===== config.mk =====
export PLATFORM = sky130hd
export DESIGN_NAME = tmr_timer8
export DESIGN_NICKNAME = d
export VERILOG_FILES = /design/src/hw/tmr_prescaler.v /design/src/hw/tmr_timer8.v
export VERILOG_INCLUDE_DIRS = /design/src /design/src/hw
export SDC_FILE = /design/constraint.sdc
export NUM_CORES = 1
export LEC_CHECK = 0
export BUFFER_PORTS_ARGS = -buffer_cell sky130_fd_sc_hd__buf_4
export CAP_MARGIN = 20
export CORE_MARGIN = 2
export CORE_UTILIZATION = 40
export CTS_BUF_LIST = sky130_fd_sc_hd__clkbuf_16
export DETAILED_ROUTE_END_ITERATION = 10
export GPL_TIMING_DRIVEN = 1
export PLACE_DENSITY_LB_ADDON = 0.05
export REMOVE_ABC_BUFFERS = 1
export SYNTH_ARGS = -nofsm -noshare
export SYNTH_HDL_FRONTEND = slang
export SYNTH_SLANG_ARGS = --single-unit

===== constraint.sdc =====
create_clock -name pclk -period 2.97 [get_ports pclk]
set_clock_uncertainty 0.15 [all_clocks]
set_input_delay 0.594 -clock pclk [delete_from_list [all_inputs] [get_ports pclk]]
set_output_delay 0.594 -clock pclk [all_outputs]
set_load 0.01 [all_outputs]

===== src/hw/tmr_defs.vh =====
// tmr_defs.vh: register map, field positions and codes of the 8-bit timer
// assumes inclusion by bare name from the timer design files
`ifndef TMR_DEFS_VH
`define TMR_DEFS_VH

// apb byte addresses
`define TMR_ADDR_CTRL     12'h000
`define TMR_ADDR_COUNT    12'h004
`define TMR_ADDR_COMPARE  12'h008
`define TMR_ADDR_STATUS   12'h00c
`define TMR_ADDR_PIN      12'h010

// counter_control field positions
`define TMR_BIT_FORCE     7
`define TMR_BIT_WGM0      6
`define TMR_BIT_COM1      5
`define TMR_BIT_COM0      4
`define TMR_BIT_WGM1      3
`define TMR_CS_HI         2
`define TMR_CS_LO         0

// status / pin register bits
`define TMR_BIT_OVF       0
`define TMR_BIT_CMF       1
`define TMR_BIT_ASYNC     0
`define TMR_BIT_DIR       1

// reset values
`define TMR_CTRL_RST      8'h00
`define TMR_COUNT_RST     8'h00
`define TMR_COMPARE_RST   8'h00

// waveform modes
`define TMR_MODE_NORMAL   2'h0
`define TMR_MODE_PCPWM    2'h1
`define TMR_MODE_CTC      2'h2
`define TMR_MODE_FPWM     2'h3

`define TMR_MAX           8'hff
`define TMR_BOTTOM        8'h00

// prescaler taps: divide by 8,32,64,128,256,1024 ends at bit n
`define TMR_PRE_W         10

`endif


===== src/hw/tmr_prescaler.v =====
// tmr_prescaler.v: free running prescaler and clock-select tick generator
// assumes a single clock domain; ena is the chip clock enable
`default_nettype none
`include "tmr_defs.vh"

module tmr_prescaler (
   // clock and reset
   input  wire       pclk,
   input  wire       presetn,
   input  wire       ena,
   // selection
   input  wire [2:0] clock_select_bits,
   // tick out
   output reg        timer_tick_enable
);

   reg  [`TMR_PRE_W-1:0] pre_cnt;
   wire [`TMR_PRE_W-1:0] next_pre_cnt;
   reg                   next_tick;

   assign next_pre_cnt = pre_cnt + {{(`TMR_PRE_W-1){1'b0}}, 1'b1};

   // tick on the cycle the counter wraps to the tap boundary
   function is_wrap;
      input [`TMR_PRE_W-1:0] c;
      input integer          bits;
      integer                i;
      begin
         is_wrap = 1'b1;
         for (i = 0; i < `TMR_PRE_W; i = i + 1) begin
            if (i < bits && c[i] != 1'b1) is_wrap = 1'b0;
         end
      end
   endfunction

   // clock select decoding: 000 stops, 001 undivided, then /8../1024
   always @* begin
      case (clock_select_bits)
         3'h0:    next_tick = 1'b0;
         3'h1:    next_tick = 1'b1;
         3'h2:    next_tick = is_wrap(pre_cnt, 3);
         3'h3:    next_tick = is_wrap(pre_cnt, 5);
         3'h4:    next_tick = is_wrap(pre_cnt, 6);
         3'h5:    next_tick = is_wrap(pre_cnt, 7);
         3'h6:    next_tick = is_wrap(pre_cnt, 8);
         default: next_tick = is_wrap(pre_cnt, 10);
      endcase
   end

   // prescaler is shared-style free running, so a restart is not phase aligned
   always @(posedge pclk or negedge presetn) begin
      if (!presetn) begin
         pre_cnt           <= {`TMR_PRE_W{1'b0}};
         timer_tick_enable <= 1'b0;
      end else if (ena) begin
         pre_cnt           <= next_pre_cnt;
         timer_tick_enable <= next_tick;
      end
   end

endmodule // tmr_prescaler
`default_nettype wire


===== src/hw/tmr_timer8.v =====
// tmr_timer8.v: 8-bit timer/counter with compare unit and waveform output
// assumes apb master on pclk; oscillator clock, if used, is the pclk source
//
// Operation
// - writing force bit in non-pwm mode forces compare action on the output
// - forced compare sets no flag and never clears the counter
// - force bit is a strobe and reads back as zero
// - mode bits 6 and 3: normal, phase pwm, clear-on-match, fast pwm
// - compare buffer loads immediately, at top or bottom; overflow per mode
// - nonzero output mode overrides port; driver enabled by direction bit
// - non-pwm output modes: off, toggle, clear, set on match
// - fast pwm: off, reserved, clear-match/set-bottom, set-match/clear-bottom
// - fast pwm, compare equals top: match ignored, only bottom action
// - phase pwm, compare equals top: match ignored, only top action
// - phase pwm: clear up-match set down-match, or the opposite
// - clock select: stop, undivided, or divide by 8,32,64,128,256,1024
// - counter read/write; a write blocks the match on the next tick
// - compare register compared continuously; match sets flag, drives output
// - logic fully synchronous, timer tick acts as clock enable
// - clear-on-match: match sets flag and clears counter on next tick
// - clock source select bit picks io clock or oscillator
`default_nettype none
`include "tmr_defs.vh"

module tmr_timer8 (
   // clock, reset, clock enable
   input  wire        pclk,
   input  wire        presetn,
   input  wire        ena,
   // apb slave
   input  wire        psel,
   input  wire        penable,
   input  wire        pwrite,
   input  wire [11:0] paddr,
   input  wire [31:0] pwdata,
   output reg  [31:0] prdata,
   output reg         pready,
   output reg         pslverr,
   // waveform pin
   output reg         waveform_output,
   output reg         pin_override,
   output reg         pin_drive_enable,
   // status levels
   output reg         overflow_flag,
   output reg         compare_match_flag,
   output reg         async_clock_select
);

   reg  [7:0] counter_control;
   reg  [7:0] count_value;
   reg  [7:0] compare_value;   // software-visible buffer
   reg  [7:0] compare_active;  // value the comparator uses
   reg        count_down;
   reg        block_match;
   reg        match_pend;      // counter sat on a match during last tick window
   reg        port_dir;
   reg        wave_q;
   reg        next_wave;
   reg  [7:0] next_count;
   reg        next_down;
   reg  [31:0] next_rdata;
   reg        addr_ok;

   wire       timer_tick_enable;
   wire [1:0] waveform_mode_bits;
   wire [1:0] compare_output_mode_bits;
   wire [2:0] clock_select_bits;
   wire       is_pwm;
   wire       cmp_eq;
   wire       wr_access;
   wire       rd_access;
   wire       wr_ctrl;
   wire       force_compare_strobe;
   wire       pwm_top_special;
   wire [7:0] top_value;

   // field decode, mode bits split across positions 6 and 3
   assign waveform_mode_bits       = {counter_control[`TMR_BIT_WGM1],
                                      counter_control[`TMR_BIT_WGM0]};
   assign compare_output_mode_bits = {counter_control[`TMR_BIT_COM1],
                                      counter_control[`TMR_BIT_COM0]};
   assign clock_select_bits        = counter_control[`TMR_CS_HI:`TMR_CS_LO];
   assign is_pwm     = waveform_mode_bits[0];
   assign top_value  = (waveform_mode_bits == `TMR_MODE_CTC) ? compare_active : `TMR_MAX;
   assign cmp_eq     = (count_value == compare_active);
   assign pwm_top_special = compare_output_mode_bits[1] && (compare_active == `TMR_MAX);

   // apb strobes, zero wait state: access phase completes when ena was high at the setup edge
   assign wr_access = psel && penable && pwrite;
   assign rd_access = psel && penable && !pwrite;
   assign wr_ctrl   = wr_access && (paddr == `TMR_ADDR_CTRL);
   // strobe only, ignored in pwm modes; decoded from the word being written so a
   // single write can pick the output mode and force it at once
   assign force_compare_strobe = wr_ctrl && pwdata[`TMR_BIT_FORCE]
                                 && !pwdata[`TMR_BIT_WGM0];

   // prescaler tick; oscillator selection only changes the pclk source upstream
   tmr_prescaler u_pre (
      .pclk              (pclk),
      .presetn           (presetn),
      .ena               (ena),
      .clock_select_bits (clock_select_bits),
      .timer_tick_enable (timer_tick_enable)
   );

   // counter sequence per mode
   always @* begin
      next_count = count_value;
      next_down  = count_down;
      case (waveform_mode_bits)
         `TMR_MODE_PCPWM: begin
            if (!count_down) begin
               if (count_value == `TMR_MAX) begin
                  next_down  = 1'b1;
                  next_count = count_value - 8'h01;
               end else begin
                  next_count = count_value + 8'h01;
               end
            end else begin
               if (count_value == `TMR_BOTTOM) begin
                  next_down  = 1'b0;
                  next_count = count_value + 8'h01;
               end else begin
                  next_count = count_value - 8'h01;
               end
            end
         end
         `TMR_MODE_CTC: begin
            // clear only on a real match after its tick
            if (cmp_eq && !block_match)
               next_count = `TMR_BOTTOM;
            else
               next_count = count_value + 8'h01;
            next_down = 1'b0;
         end
         default: begin
            next_count = count_value + 8'h01;
            next_down  = 1'b0;
         end
      endcase
   end

   // waveform generator: one process so forced and real matches share a driver
   always @* begin
      next_wave = wave_q;
      if (force_compare_strobe) begin
         case ({pwdata[`TMR_BIT_COM1], pwdata[`TMR_BIT_COM0]})
            2'h1:    next_wave = ~wave_q;
            2'h2:    next_wave = 1'b0;
            2'h3:    next_wave = 1'b1;
            default: next_wave = wave_q;
         endcase
      end else if (timer_tick_enable) begin
         case (waveform_mode_bits)
            `TMR_MODE_FPWM: begin
               // bottom action at max->bottom, match ignored when compare is top
               if (count_value == `TMR_MAX && compare_output_mode_bits[1])
                  next_wave = ~compare_output_mode_bits[0];
               else if (cmp_eq && !block_match && !pwm_top_special && compare_output_mode_bits[1])
                  next_wave = compare_output_mode_bits[0];
            end
            `TMR_MODE_PCPWM: begin
               if (compare_output_mode_bits[1]) begin
                  if (pwm_top_special) begin
                     // only the top action, the level a down-count match gives,
                     // so the output stays constant with compare at top
                     if (count_value == `TMR_MAX)
                        next_wave = ~compare_output_mode_bits[0];
                  end else if (cmp_eq && !block_match) begin
                     // up match clears for 10, down match sets
                     next_wave = count_down ? ~compare_output_mode_bits[0]
                                            : compare_output_mode_bits[0];
                  end
               end
            end
            default: begin
               if (cmp_eq && !block_match) begin
                  case (compare_output_mode_bits)
                     2'h1:    next_wave = ~wave_q;
                     2'h2:    next_wave = 1'b0;
                     2'h3:    next_wave = 1'b1;
                     default: next_wave = wave_q;
                  endcase
               end
            end
         endcase
      end
   end

   // counter, compare buffer, flags; counting updates qualified by the timer tick, register writes not
   always @(posedge pclk or negedge presetn) begin
      if (!presetn) begin
         counter_control    <= `TMR_CTRL_RST;
         count_value        <= `TMR_COUNT_RST;
         compare_value      <= `TMR_COMPARE_RST;
         compare_active     <= `TMR_COMPARE_RST;
         count_down         <= 1'b0;
         block_match        <= 1'b0;
         match_pend         <= 1'b0;
         wave_q             <= 1'b0;
         overflow_flag      <= 1'b0;
         compare_match_flag <= 1'b0;
         async_clock_select <= 1'b0;
         port_dir           <= 1'b0;
      end else if (ena) begin
         wave_q <= next_wave;
         // force bit never stored
         if (wr_ctrl)
            counter_control <= {1'b0, pwdata[6:0]};
         if (wr_access && paddr == `TMR_ADDR_COMPARE) begin
            compare_value <= pwdata[7:0];
            if (!is_pwm)
               compare_active <= pwdata[7:0];
         end
         if (wr_access && paddr == `TMR_ADDR_PIN) begin
            async_clock_select <= pwdata[`TMR_BIT_ASYNC];
            port_dir           <= pwdata[`TMR_BIT_DIR];
         end
         // status flags cleared by writing one; hardware set wins below
         if (wr_access && paddr == `TMR_ADDR_STATUS) begin
            if (pwdata[`TMR_BIT_OVF]) overflow_flag      <= 1'b0;
            if (pwdata[`TMR_BIT_CMF]) compare_match_flag <= 1'b0;
         end
         if (wr_access && paddr == `TMR_ADDR_COUNT) begin
            count_value <= pwdata[7:0];
            block_match <= 1'b1;
            match_pend  <= 1'b0;
         end else if (timer_tick_enable) begin
            count_value <= next_count;
            count_down  <= next_down;
            block_match <= 1'b0;
            // flags as the counter leaves the triggering value
            if (cmp_eq && !block_match)
               compare_match_flag <= 1'b1;
            if (waveform_mode_bits == `TMR_MODE_PCPWM) begin
               if (count_value == `TMR_BOTTOM && count_down)
                  overflow_flag <= 1'b1;
               if (count_value == `TMR_MAX)
                  compare_active <= compare_value;
            end else begin
               if (count_value == `TMR_MAX || (next_count == `TMR_BOTTOM && count_value == top_value
                   && waveform_mode_bits == `TMR_MODE_CTC && top_value == `TMR_MAX))
                  overflow_flag <= 1'b1;
               if (waveform_mode_bits == `TMR_MODE_FPWM && count_value == `TMR_MAX)
                  compare_active <= compare_value;
            end
            match_pend <= cmp_eq;
         end
         // leaving pwm mode makes the buffer transparent again
         if (!is_pwm && !(wr_access && paddr == `TMR_ADDR_COMPARE))
            compare_active <= compare_value;
      end
   end

   // apb read mux
   always @* begin
      next_rdata = 32'h0000_0000;
      addr_ok    = 1'b1;
      case (paddr)
         `TMR_ADDR_CTRL:    next_rdata = {24'h00_0000, 1'b0, counter_control[6:0]};
         `TMR_ADDR_COUNT:   next_rdata = {24'h00_0000, count_value};
         `TMR_ADDR_COMPARE: next_rdata = {24'h00_0000, compare_value};
         `TMR_ADDR_STATUS:  next_rdata = {30'h0000_0000, compare_match_flag, overflow_flag};
         `TMR_ADDR_PIN:     next_rdata = {30'h0000_0000, port_dir, async_clock_select};
         default:           addr_ok    = 1'b0;
      endcase
   end

   // registered apb answer: pready one cycle after setup, so no wait state
   always @(posedge pclk or negedge presetn) begin
      if (!presetn) begin
         prdata  <= 32'h0000_0000;
         pready  <= 1'b0;
         pslverr <= 1'b0;
      end else if (ena) begin
         pready  <= psel && !penable;
         pslverr <= psel && !penable && !addr_ok;
         prdata  <= (psel && !penable && !pwrite) ? next_rdata : 32'h0000_0000;
      end
   end

   // pin outputs registered; override whenever any output mode bit set
   always @(posedge pclk or negedge presetn) begin
      if (!presetn) begin
         waveform_output  <= 1'b0;
         pin_override     <= 1'b0;
         pin_drive_enable <= 1'b0;
      end else if (ena) begin
         waveform_output  <= next_wave;
         pin_override     <= |compare_output_mode_bits;
         pin_drive_enable <= port_dir;
      end
   end

   // rd_access kept for symmetry of decode; match_pend is read by no other logic
   wire unused_ok = rd_access & match_pend;

endmodule // tmr_timer8
`default_nettype wire

* Word level (Yosys, flattened, before mapping)
Cells that the tools add are included.
** Storage, ports and cells
- Flip-flop bits (word level) :: 85
- Input port bits :: 50
- Output and inout port bits :: 40
** Cells by class
- $add $sub $neg :: 3
- Eq/ne operators :: 29
- Multiplexer cells :: 61
- Bitwise gates (word level) :: 3
- Reductions and logical operators :: 48
** Operators by type and width (count)
- $mux W8 :: 15
- $pmux W8 S5 :: 1
- $mux W1 :: 39
- $mux W32 :: 1
- $eq A12 B4 Y1 const B :: 2
- $eq A8 B8 Y1 const B :: 3
- $logic_and A1 B1 Y1 :: 23
- $eq A8 B8 Y1 :: 2
- $logic_not A8 Y1 :: 2
- $pmux W8 S2 :: 1
- $eq A12 B3 Y1 const B :: 1
- $eq A12 B5 Y1 const B :: 1
- $eq A2 B2 Y1 const B :: 6
- $logic_not A12 Y1 :: 1
- $add A10 B1 Y10 const B :: 1
- $eq A3 B3 Y1 const B :: 3
- $reduce_and A9 Y1 :: 1
- $add A8 B1 Y8 const B :: 1
- $logic_not A1 Y1 :: 8
- $ne A4 B4 Y1 const B :: 2
- $reduce_and A2 Y1 :: 4
- $sub A8 B1 Y8 const B :: 1
- $pmux W1 S7 :: 1
- $eq A2 B1 Y1 const B :: 3
- other kinds (16) :: 21

* Logic depth before layout (Yosys ltp)
Gate-level depths: netlist of the first run.
- Depth in word-level cells :: 13
- Gate-level depth with buffers :: 10
- Mapped depth without buffers :: 8

* Hierarchy
Synthesis of the first run repeated with hierarchy kept, for this count alone.
** Unflattened totals
- Cells, all modules :: 429
- Area, all modules :: 3976.3 µm²
** Modules (own cells, without submodules)
- tmr_timer8 :: times used 1, cells each 381, area each 3405.8 µm², sequential area each 1251.2 µm²
- tmr_prescaler :: times used 1, cells each 48, area each 570.5 µm², sequential area each 275.3 µm²

* Worst setup path before layout of the first run
OpenSTA, ideal clock, no wires.
- Path type :: input to register
- Start :: in paddr[4]
- End :: reg compare_active[0]
- Setup time :: 0.126 ns
- Arrival :: 2.199 ns
- Required time :: 2.694 ns
- Slack :: 0.495 ns
- Stages :: 7
- Buffers on the path :: 1
- Cell sequence :: clkbuf_1 > nor3b_1 > and4_1 > a211o_1 > a21boi_1 > nor2b_1 > a221o_1
** On the way
- Cells in the longest elaborated chain, start to end :: 8
- Elaborated cells between the ends (all ways) :: 13
** Ends and longest elaborated chain
- start, declared :: line tmr_timer8.v:34 : input wire [11:0] paddr,
- $eq A12 B4 Y1
- $logic_and A1 B1 Y1 (no line)
- $mux W8 :: line tmr_timer8.v:210 : if (wr_access && paddr == `TMR_ADDR_COMPARE) begin
- $mux W8, on equally long branches :: line tmr_timer8.v:244, tmr_timer8.v:238
- $mux W8 :: line tmr_timer8.v:235 : if (waveform_mode_bits == `TMR_MODE_PCPWM) begin
- $mux W8 :: line tmr_timer8.v:228 : end else if (timer_tick_enable) begin
- $mux W8 :: line tmr_timer8.v:224 : if (wr_access && paddr == `TMR_ADDR_COUNT) begin
- $mux W8 * :: line tmr_timer8.v:250 : if (!is_pwm && !(wr_access && paddr == `TMR_ADDR_COMPARE))
- end signal, assigned :: line tmr_timer8.v:239 : compare_active <= compare_value;
- end signal, assigned :: line tmr_timer8.v:245 : compare_active <= compare_value;
- end signal, assigned :: line tmr_timer8.v:251 : compare_active <= compare_value;
- end, declared :: line tmr_timer8.v:52 : reg [7:0] compare_active;
Mark *: on every way between the ends. The rest lies on a longest branch, timed or not.
A chain may end at the register's enable or synchronous reset.

* Worst setup path in the final report of the first run
- Start :: reg count_value[3]
- End :: reg waveform_output
** On the way
- Cells in the longest elaborated chain, start to end :: 6
- Elaborated cells between the ends (all ways) :: 15
** Ends and longest elaborated chain
- start, declared :: line tmr_timer8.v:50 : reg [7:0] count_value;
- start signal, assigned :: line tmr_timer8.v:194 : count_value <= `TMR_COUNT_RST;
- start signal, assigned :: line tmr_timer8.v:225 : count_value <= pwdata[7:0];
- start signal, assigned :: line tmr_timer8.v:229 : count_value <= next_count;
- $eq A8 B8 Y1, on equally long branches
- $logic_and A1 B1 Y1, on equally long branches
- $logic_and A1 B1 Y1 or $mux W1 (tied branches) :: line tmr_timer8.v:159, tmr_timer8.v:157
- $logic_and A1 B1 Y1 or $pmux W1 S2 (tied branches) :: line tmr_timer8.v:159, tmr_timer8.v:154
- $ne A4 B4 Y1 (no line) or $mux W1 (tied branches)
- $reduce_and A9 Y1 (no line) or $mux W1 (tied branches)
- end signal, assigned :: line tmr_timer8.v:289 : waveform_output <= next_wave;
- end, declared :: line tmr_timer8.v:40 : output reg waveform_output,
Parallel ways exist; a longest one is shown, timed or not. The select of a mux whose other input is x is not followed.

==> impl_metrics.yaml, run 1 <==
status:
  run_status: "completed"
floorplanning:
  dieArea_mm2: 0.0107
  fp-row-count: 36
  chipHeight_um: 104
  ios: 90
  core_area_mm2: 0.00968
  start_util_pct: 41.0
  die_w_um: 104
finish:
  layout_common_cells: "buf_4, dfrtp_1, nand2_1, nor2_1, inv_1"
  fillCellCount: 949
  final_common_cell: "buf_4"
  area_growth_pct: 20.2
  final_cells: 632
  layout-drive-gt1-share_pct: 21.2
  insertedDiodeCount: 0
  fin_area_mm2: 0.00477
  nNetsFinal: 554
  postLayoutCoreUtil_pct: 49.2
placement:
  pre_cts_ws_ps: 237
  dpl_cell_area_mm2: 0.00446
  place.gp.congestion: 0.905
  placedCellCount: 616
  io_buffers: 41
  dp_hpwl_um: 8390
timing:
  fin_ws_ps: 154
  fin_crit_ps: 2820
  finalSetupViolCount: 0
  fmax_ghz: 0.355
  hold_viol_final: 0
  min_period_over_period_pct: 94.8
  drv_slew: 0
  worstMarginPinSlew_ps: 832
  maxSlewHeadroom_pct: 43.9
route:
  drt-total-wl_um: 11200
  post_drt_via_cell_ratio: 5.42
  drt_iter0_drc: 202
  route.detailed.drc: 0
  first_pass_iters: 5
  ant_nets: 0
  num_vias: 3424
  wl_per_cell_um: 17.8
clock_network:
  ctsLongestPathBuffers: 2
  clock-sinks: 61
  numCtsBuffers: 9
  ctsResizeCount: 0
  cts_tree: "built"
  insertion_delay_ps: 330
  root_buffer: "clkbuf_16"
  htree_levels: 3
  post-cts-setup-buffers: 0
  ctsHoldBuffers: 0
  clk_pin_slew_ps: 60
synth:
  synthMuxAreaShare_pct: 5.77
  synth-edff-count: 0
  yosys.area.top_type: "dfrtp_1"
  synth_top_area_share_pct: 38.5
  synth-simple-area-share_pct: 20.0
  syn_avg_cell_area_um2: 9.08
  syn_area_mm2: 0.00397
  synth_area_leaders: "dfrtp_1, buf_4, mux2_2"
  synth_cells: 437
  synthAdderAreaFrac_pct: 3.15
  yosysSeqAreaShare_pct: 38.5
  ys.flop_type: "dfrtp_1"
  yosysWarnings: 0
  synth_xor_area_share_pct: 4.86
  ys_ff_latch: 61
  synth_compound_area_share_pct: 18.7
  synth_top_family_by_area: "simple AND/OR/NAND/NOR gates"
  async_reset_ff_share_pct: 100
  yosysUniqueCellTypes: 60
setup_path:
  endpoint_kind: "register"
  required_ps: 3020
  critPathKind: "register to register"
  worstReg2RegEnd: "waveform_output$_DFFE_PN0P_"
  reg2reg_from: "count_value[3]$_DFFE_PN0P_"
  cp.arrival_ps: 2870
  ff2ff_setup_slack_ps: 150
  start_kind: "register"
  crit_fanout: 12
  reg2reg_depth: 7
pwr:
  leakage_uw: 0.00217
  powerDensity_mw_per_mm2: 463
  vdd_drop_max_mv: 0.336
grt:
  grt_pass1_wl_um: 18400
  grt_pass1_vias: 3405
  grt_usage_pct: 21.9
  antenna_found_initial: 0
  grt_overflow: 0
  grt_max_degree: 62
min_path:
  hp-class: "input port to async pin"
flow_run:
  maxCapViolations: 0
power breakdown:
part	internal, uW	switching (uW)
clock	653	412
sequential	883	42.6
combinational	96.3	121
layer usage:
layer	vias to the layer above	part of all wire [%]	global-route usage, %
met1	1638	47	30.5
met3	17	5.1	4.15
met2	114	46	34.3
met5	-	0	0
met4	0	1.6	7.63
li1	1655	-	-
kinds of logic after synthesis:
| logic type | Yosys count |
|---|---|
| mux | 21 |
| xor+xnor | 22 |
| compound gates | 103 |
| fa+ha+maj | 10 |
| flops | 61 |
| buf+inv | 69 |
| simple gates | 150 |
| other cells | 1 |
critical path, stage by stage (launching register included):
cell and delay, ps:
dfrtp_1 550, xor2_1 230, nor4_1 500, nand3_1 250, a2111oi_0 520, buf_4 200, mux2i_1 180, o21ai_0 110
per-stage QoR:
step                      TNS [ps]  total power (uW)  hold slack, ps
after floorplan                  0              1060             148
after global placement           0              1150             300
after detailed placement         0              1160             299
after CTS                        0              2230             227
after global routing         -36.0              2310             241
final                            0              2210             175
flip-flops by register name (all words and copies together), names as in the netlist:
| register | cells |
|---|---|
| u_pre.pre_cnt | 10 |
| compare_active | 8 |
| compare_value | 8 |
| count_value | 8 |
| prdata | 8 |
| counter_control | 7 |
| async_clock_select | 1 |
| block_match | 1 |
| compare_match_flag | 1 |
| count_down | 1 |
| overflow_flag | 1 |
| pin_drive_enable | 1 |
| pin_override | 1 |
| port_dir | 1 |
| pready | 1 |
| pslverr | 1 |
| u_pre.timer_tick_enable | 1 |
| waveform_output | 1 |
cell usage after synthesis, types with 5 or more instances:
library cell and instances:
xor2_1 11, o22ai_1 13, nand2b_1 5, a21oi_1 14, nand2_1 37, nand4_1 8
nor2_1 33, nor4_1 7, o21a_1 5, dfrtp_1 61, xnor2_1 11, buf_4 24
inv_1 26, and3_1 7, clkbuf_1 13, nor2b_1 9, and4_1 5, mux2i_1 6
nor3_1 11, nand3_1 11, o21ai_0 22, a221o_1 8, mux2_2 15, ha_1 10
worst max-delay path by stage:
stage                                   start                              to  slack [ps]  cells past startpoint
2_1_floorplan                        paddr[9]  counter_control[0]$_DFFE_PN0P_         320                      4
6_report           count_value[3]$_DFFE_PN0P_     waveform_output$_DFFE_PN0P_         150                      7
4_1_cts        counter_control[3]$_DFFE_PN0P_      count_value[1]$_DFFE_PN0P_         240                      7
3_3_place_gp                         paddr[1]      count_value[2]$_DFFE_PN0P_         280                      7
5_1_grt            count_value[3]$_DFFE_PN0P_     waveform_output$_DFFE_PN0P_         -40                      7
3_5_place_dp                         paddr[1]      count_value[2]$_DFFE_PN0P_         240                      7
layout make-up:
class | instances | area, um^2 | area share (%)
Clock inverter | 7 | 75.1 | 1.57
Sequential cell | 61 | 1530 | 32.0
Clock buffer | 9 | 225 | 4.72
Timing Repair Buffer | 66 | 495 | 10.4
Multi-Input combinational cell | 330 | 2180 | 45.7
Inverter | 26 | 97.6 | 2.05
Tap cell | 133 | 166 | 3.49
(Power assumes the default switching activity.)
==> run 2: changes to the inputs <==
TNS_END_PERCENT = 100   (was default)
clock period = 2.45 ns   (was 2.97 ns; I/O delays follow)
==> run 2 against run 1 <==
The run now ends with setup timing left. Hold slack better by 98 ps. Flip-flop and latch count stayed put. Critical path depth stayed put.
==> impl_metrics.yaml, run 2 (synthesis results as in run 1) <==
route:
  ant_nets: 0
  drt-total-wl_um: 11700
  post_drt_via_cell_ratio: 5.42
  drt_iter0_drc: 184
  num_vias: 3606
  first_pass_iters: 5
  wl_per_cell_um: 17.6
  route.detailed.drc: 0
pwr:
  seq_power_share_pct: 39.0
  internal-power_uw: 2200
  switching_share_pct: 23.7
  net-switching-power_uw: 683
  power_uw: 2880
  p_clk_share_pct: 51.3
  leakage_uw: 0.00236
  combinationalPowerShare_pct: 9.7
  vdd_drop_max_mv: 0.523
  powerDensity_mw_per_mm2: 562
floorplanning:
  ios: 90
  core_area_mm2: 0.00968
  dieArea_mm2: 0.0107
  die_w_um: 104
  fp-row-count: 36
  start_util_pct: 41.0
  chipHeight_um: 104
status:
  violations: "setup timing"
  run_status: "finished with violations"
min_path:
  hp-class: "input port to register"
  min_from: "pwdata[4]"
  hold_end: "counter_control[4]$_DFFE_PN0P_"
  whs_path_depth: 3
clock_network:
  root_buffer: "clkbuf_16"
  clk_pin_slew_ps: 60
  ctsLongestPathBuffers: 2
  insertion_delay_ps: 330
  numCtsBuffers: 9
  htree_levels: 3
  cts_tree: "built"
  clock-sinks: 61
grt:
  grt_overflow: 0
  grt_usage_pct: 22.5
  grt_pass1_vias: 3562
  grt_pass1_wl_um: 19200
  antenna_found_initial: 0
  grt_max_degree: 38
finish:
  insertedDiodeCount: 0
  ff_latch_area_mm2: 0.00153
  layout_common_cells: "buf_4, dfrtp_1, nand2_1, nor2_1, inv_1"
  final_cells: 665
  nNetsFinal: 587
  top_register: "u_pre.pre_cnt"
  final_common_cell: "buf_4"
  layout-drive-gt1-share_pct: 28.0
  area_growth_pct: 29.2
  largest_register_ffs: 10
  postLayoutCoreUtil_pct: 52.9
  multiInputGateArea_mm2: 0.00224
  fillCellCount: 938
timing:
  maxSlewHeadroom_pct: 60.4
  fin_ws_ps: -33.9
  drv_slew: 0
  rsz0062_at_grt: "yes"
  fmax_ghz: 0.403
  fin_crit_ps: 2480
  min_period_over_period_pct: 101
  finalSetupViolCount: 2
  worstMarginPinSlew_ps: 588
  tns_ps: -40.0
  hold_viol_final: 0
setup_path:
  critPathKind: "register to register"
  required_ps: 2510
  worstReg2RegEnd: "count_value[6]$_DFFE_PN0P_"
  start_kind: "register"
  endpoint_kind: "register"
  cp.arrival_ps: 2540
  reg2reg_from: "count_value[2]$_DFFE_PN0P_"
  cp_cell_sequence: "or4_4 > o41ai_4 > buf_4 > nor3_4 > a221oi_2 > o32ai_2 > a211o_1"
  ff2ff_setup_slack_ps: -30
  critPathMaxStageDelay_ps: 590
  crit_fanout: 5
  crit_slowest_cell: "or4_4"
  reg2reg_depth: 7
  cp-startpoint: "count_value[2]$_DFFE_PN0P_"
placement:
  pre_cts_ws_ps: -113
  io_buffers: 41
  placedCellCount: 646
  place.gp.congestion: 0.847
  dp_hpwl_um: 8920
flow_run:
  maxCapViolations: 0
==> run 2: changes by cell type in the layout (fill, tap and decap cells not counted), sizes merged <==
| cell | before | now |
|---|---|---|
| clkinv | 3 | 1 |
| dlygate4sd3 | 0 | 1 |
| buf | 66 | 98 |
| bufinv | 1 | 3 |
==> run 2: worst max path at each step <==
stage                                           endpoint  slack, ps  cells after the start
after floorplan           counter_control[0]$_DFFE_PN0P_        -90                      4
after global placement       waveform_output$_DFFE_PN0P_       -130                      8
after detailed placement   compare_active[1]$_DFFE_PN0P_       -110                      8
after CTS                    waveform_output$_DFFE_PN0P_          8                      8
after global routing          count_value[6]$_DFFE_PN0P_       -100                      7
final                         count_value[6]$_DFFE_PN0P_        -30                      7
==> run 2: metrics by stage <==
step | area (um^2) | hold WS [ps]
finish | 5130 | 273
global placement | 4680 | 298
floorplan | 3800 | 44.4
detailed placement | 4680 | 299
CTS | 5060 | 270
global route | 5130 | 296
==> run 2: worst max-delay path, delay by kind of cell (launching register included) <==
| family | cells | cell delay [ps] |
|---|---|---|
| and+or+nand+nor | 2 | 650 |
| DFF | 1 | 380 |
| buffers and inverters | 1 | 200 |
| AOI/OAI and AO/OA | 4 | 980 |
==> run 2: cell type report <==
class | count | share of cell area (%)
Clock buffer | 9 | 4.39
Inverter | 26 | 1.90
Tap cell | 133 | 3.25
Clock inverter | 7 | 2.39
Sequential cell | 61 | 29.8
Multi-Input combinational cell | 330 | 43.7
Timing Repair Buffer | 99 | 14.5
==> run 2: power groups by stage <==
stage	clock [uW]	sequential [uW]	combinational (uW)
after floorplan	0	1130	144
after global placement	0	1140	269
after detailed placement	0	1140	278
after CTS	1500	1120	281
after global routing	1560	1130	326
final	1480	1120	279
==> run 2: layer usage <==
metal | global-route usage (%) | vias up | routed length, um
li1 | - | 1725 | -
met1 | 31.9 | 1779 | 5590
met2 | 35.7 | 91 | 5550
met3 | 3.02 | 11 | 443
met4 | 6.95 | 0 | 102
met5 | 0 | - | 0
==> run 2: what timing repair did <==
item / 4_1_cts / 5_1_grt
buffers inserted: 0 / 2
pin swaps: 1 / 5
hold buffers: 1 / 0
resized for setup: 3 / 12
endpoints found under the setup margin: 5 / 10
endpoints found under the hold margin: 28 / 0
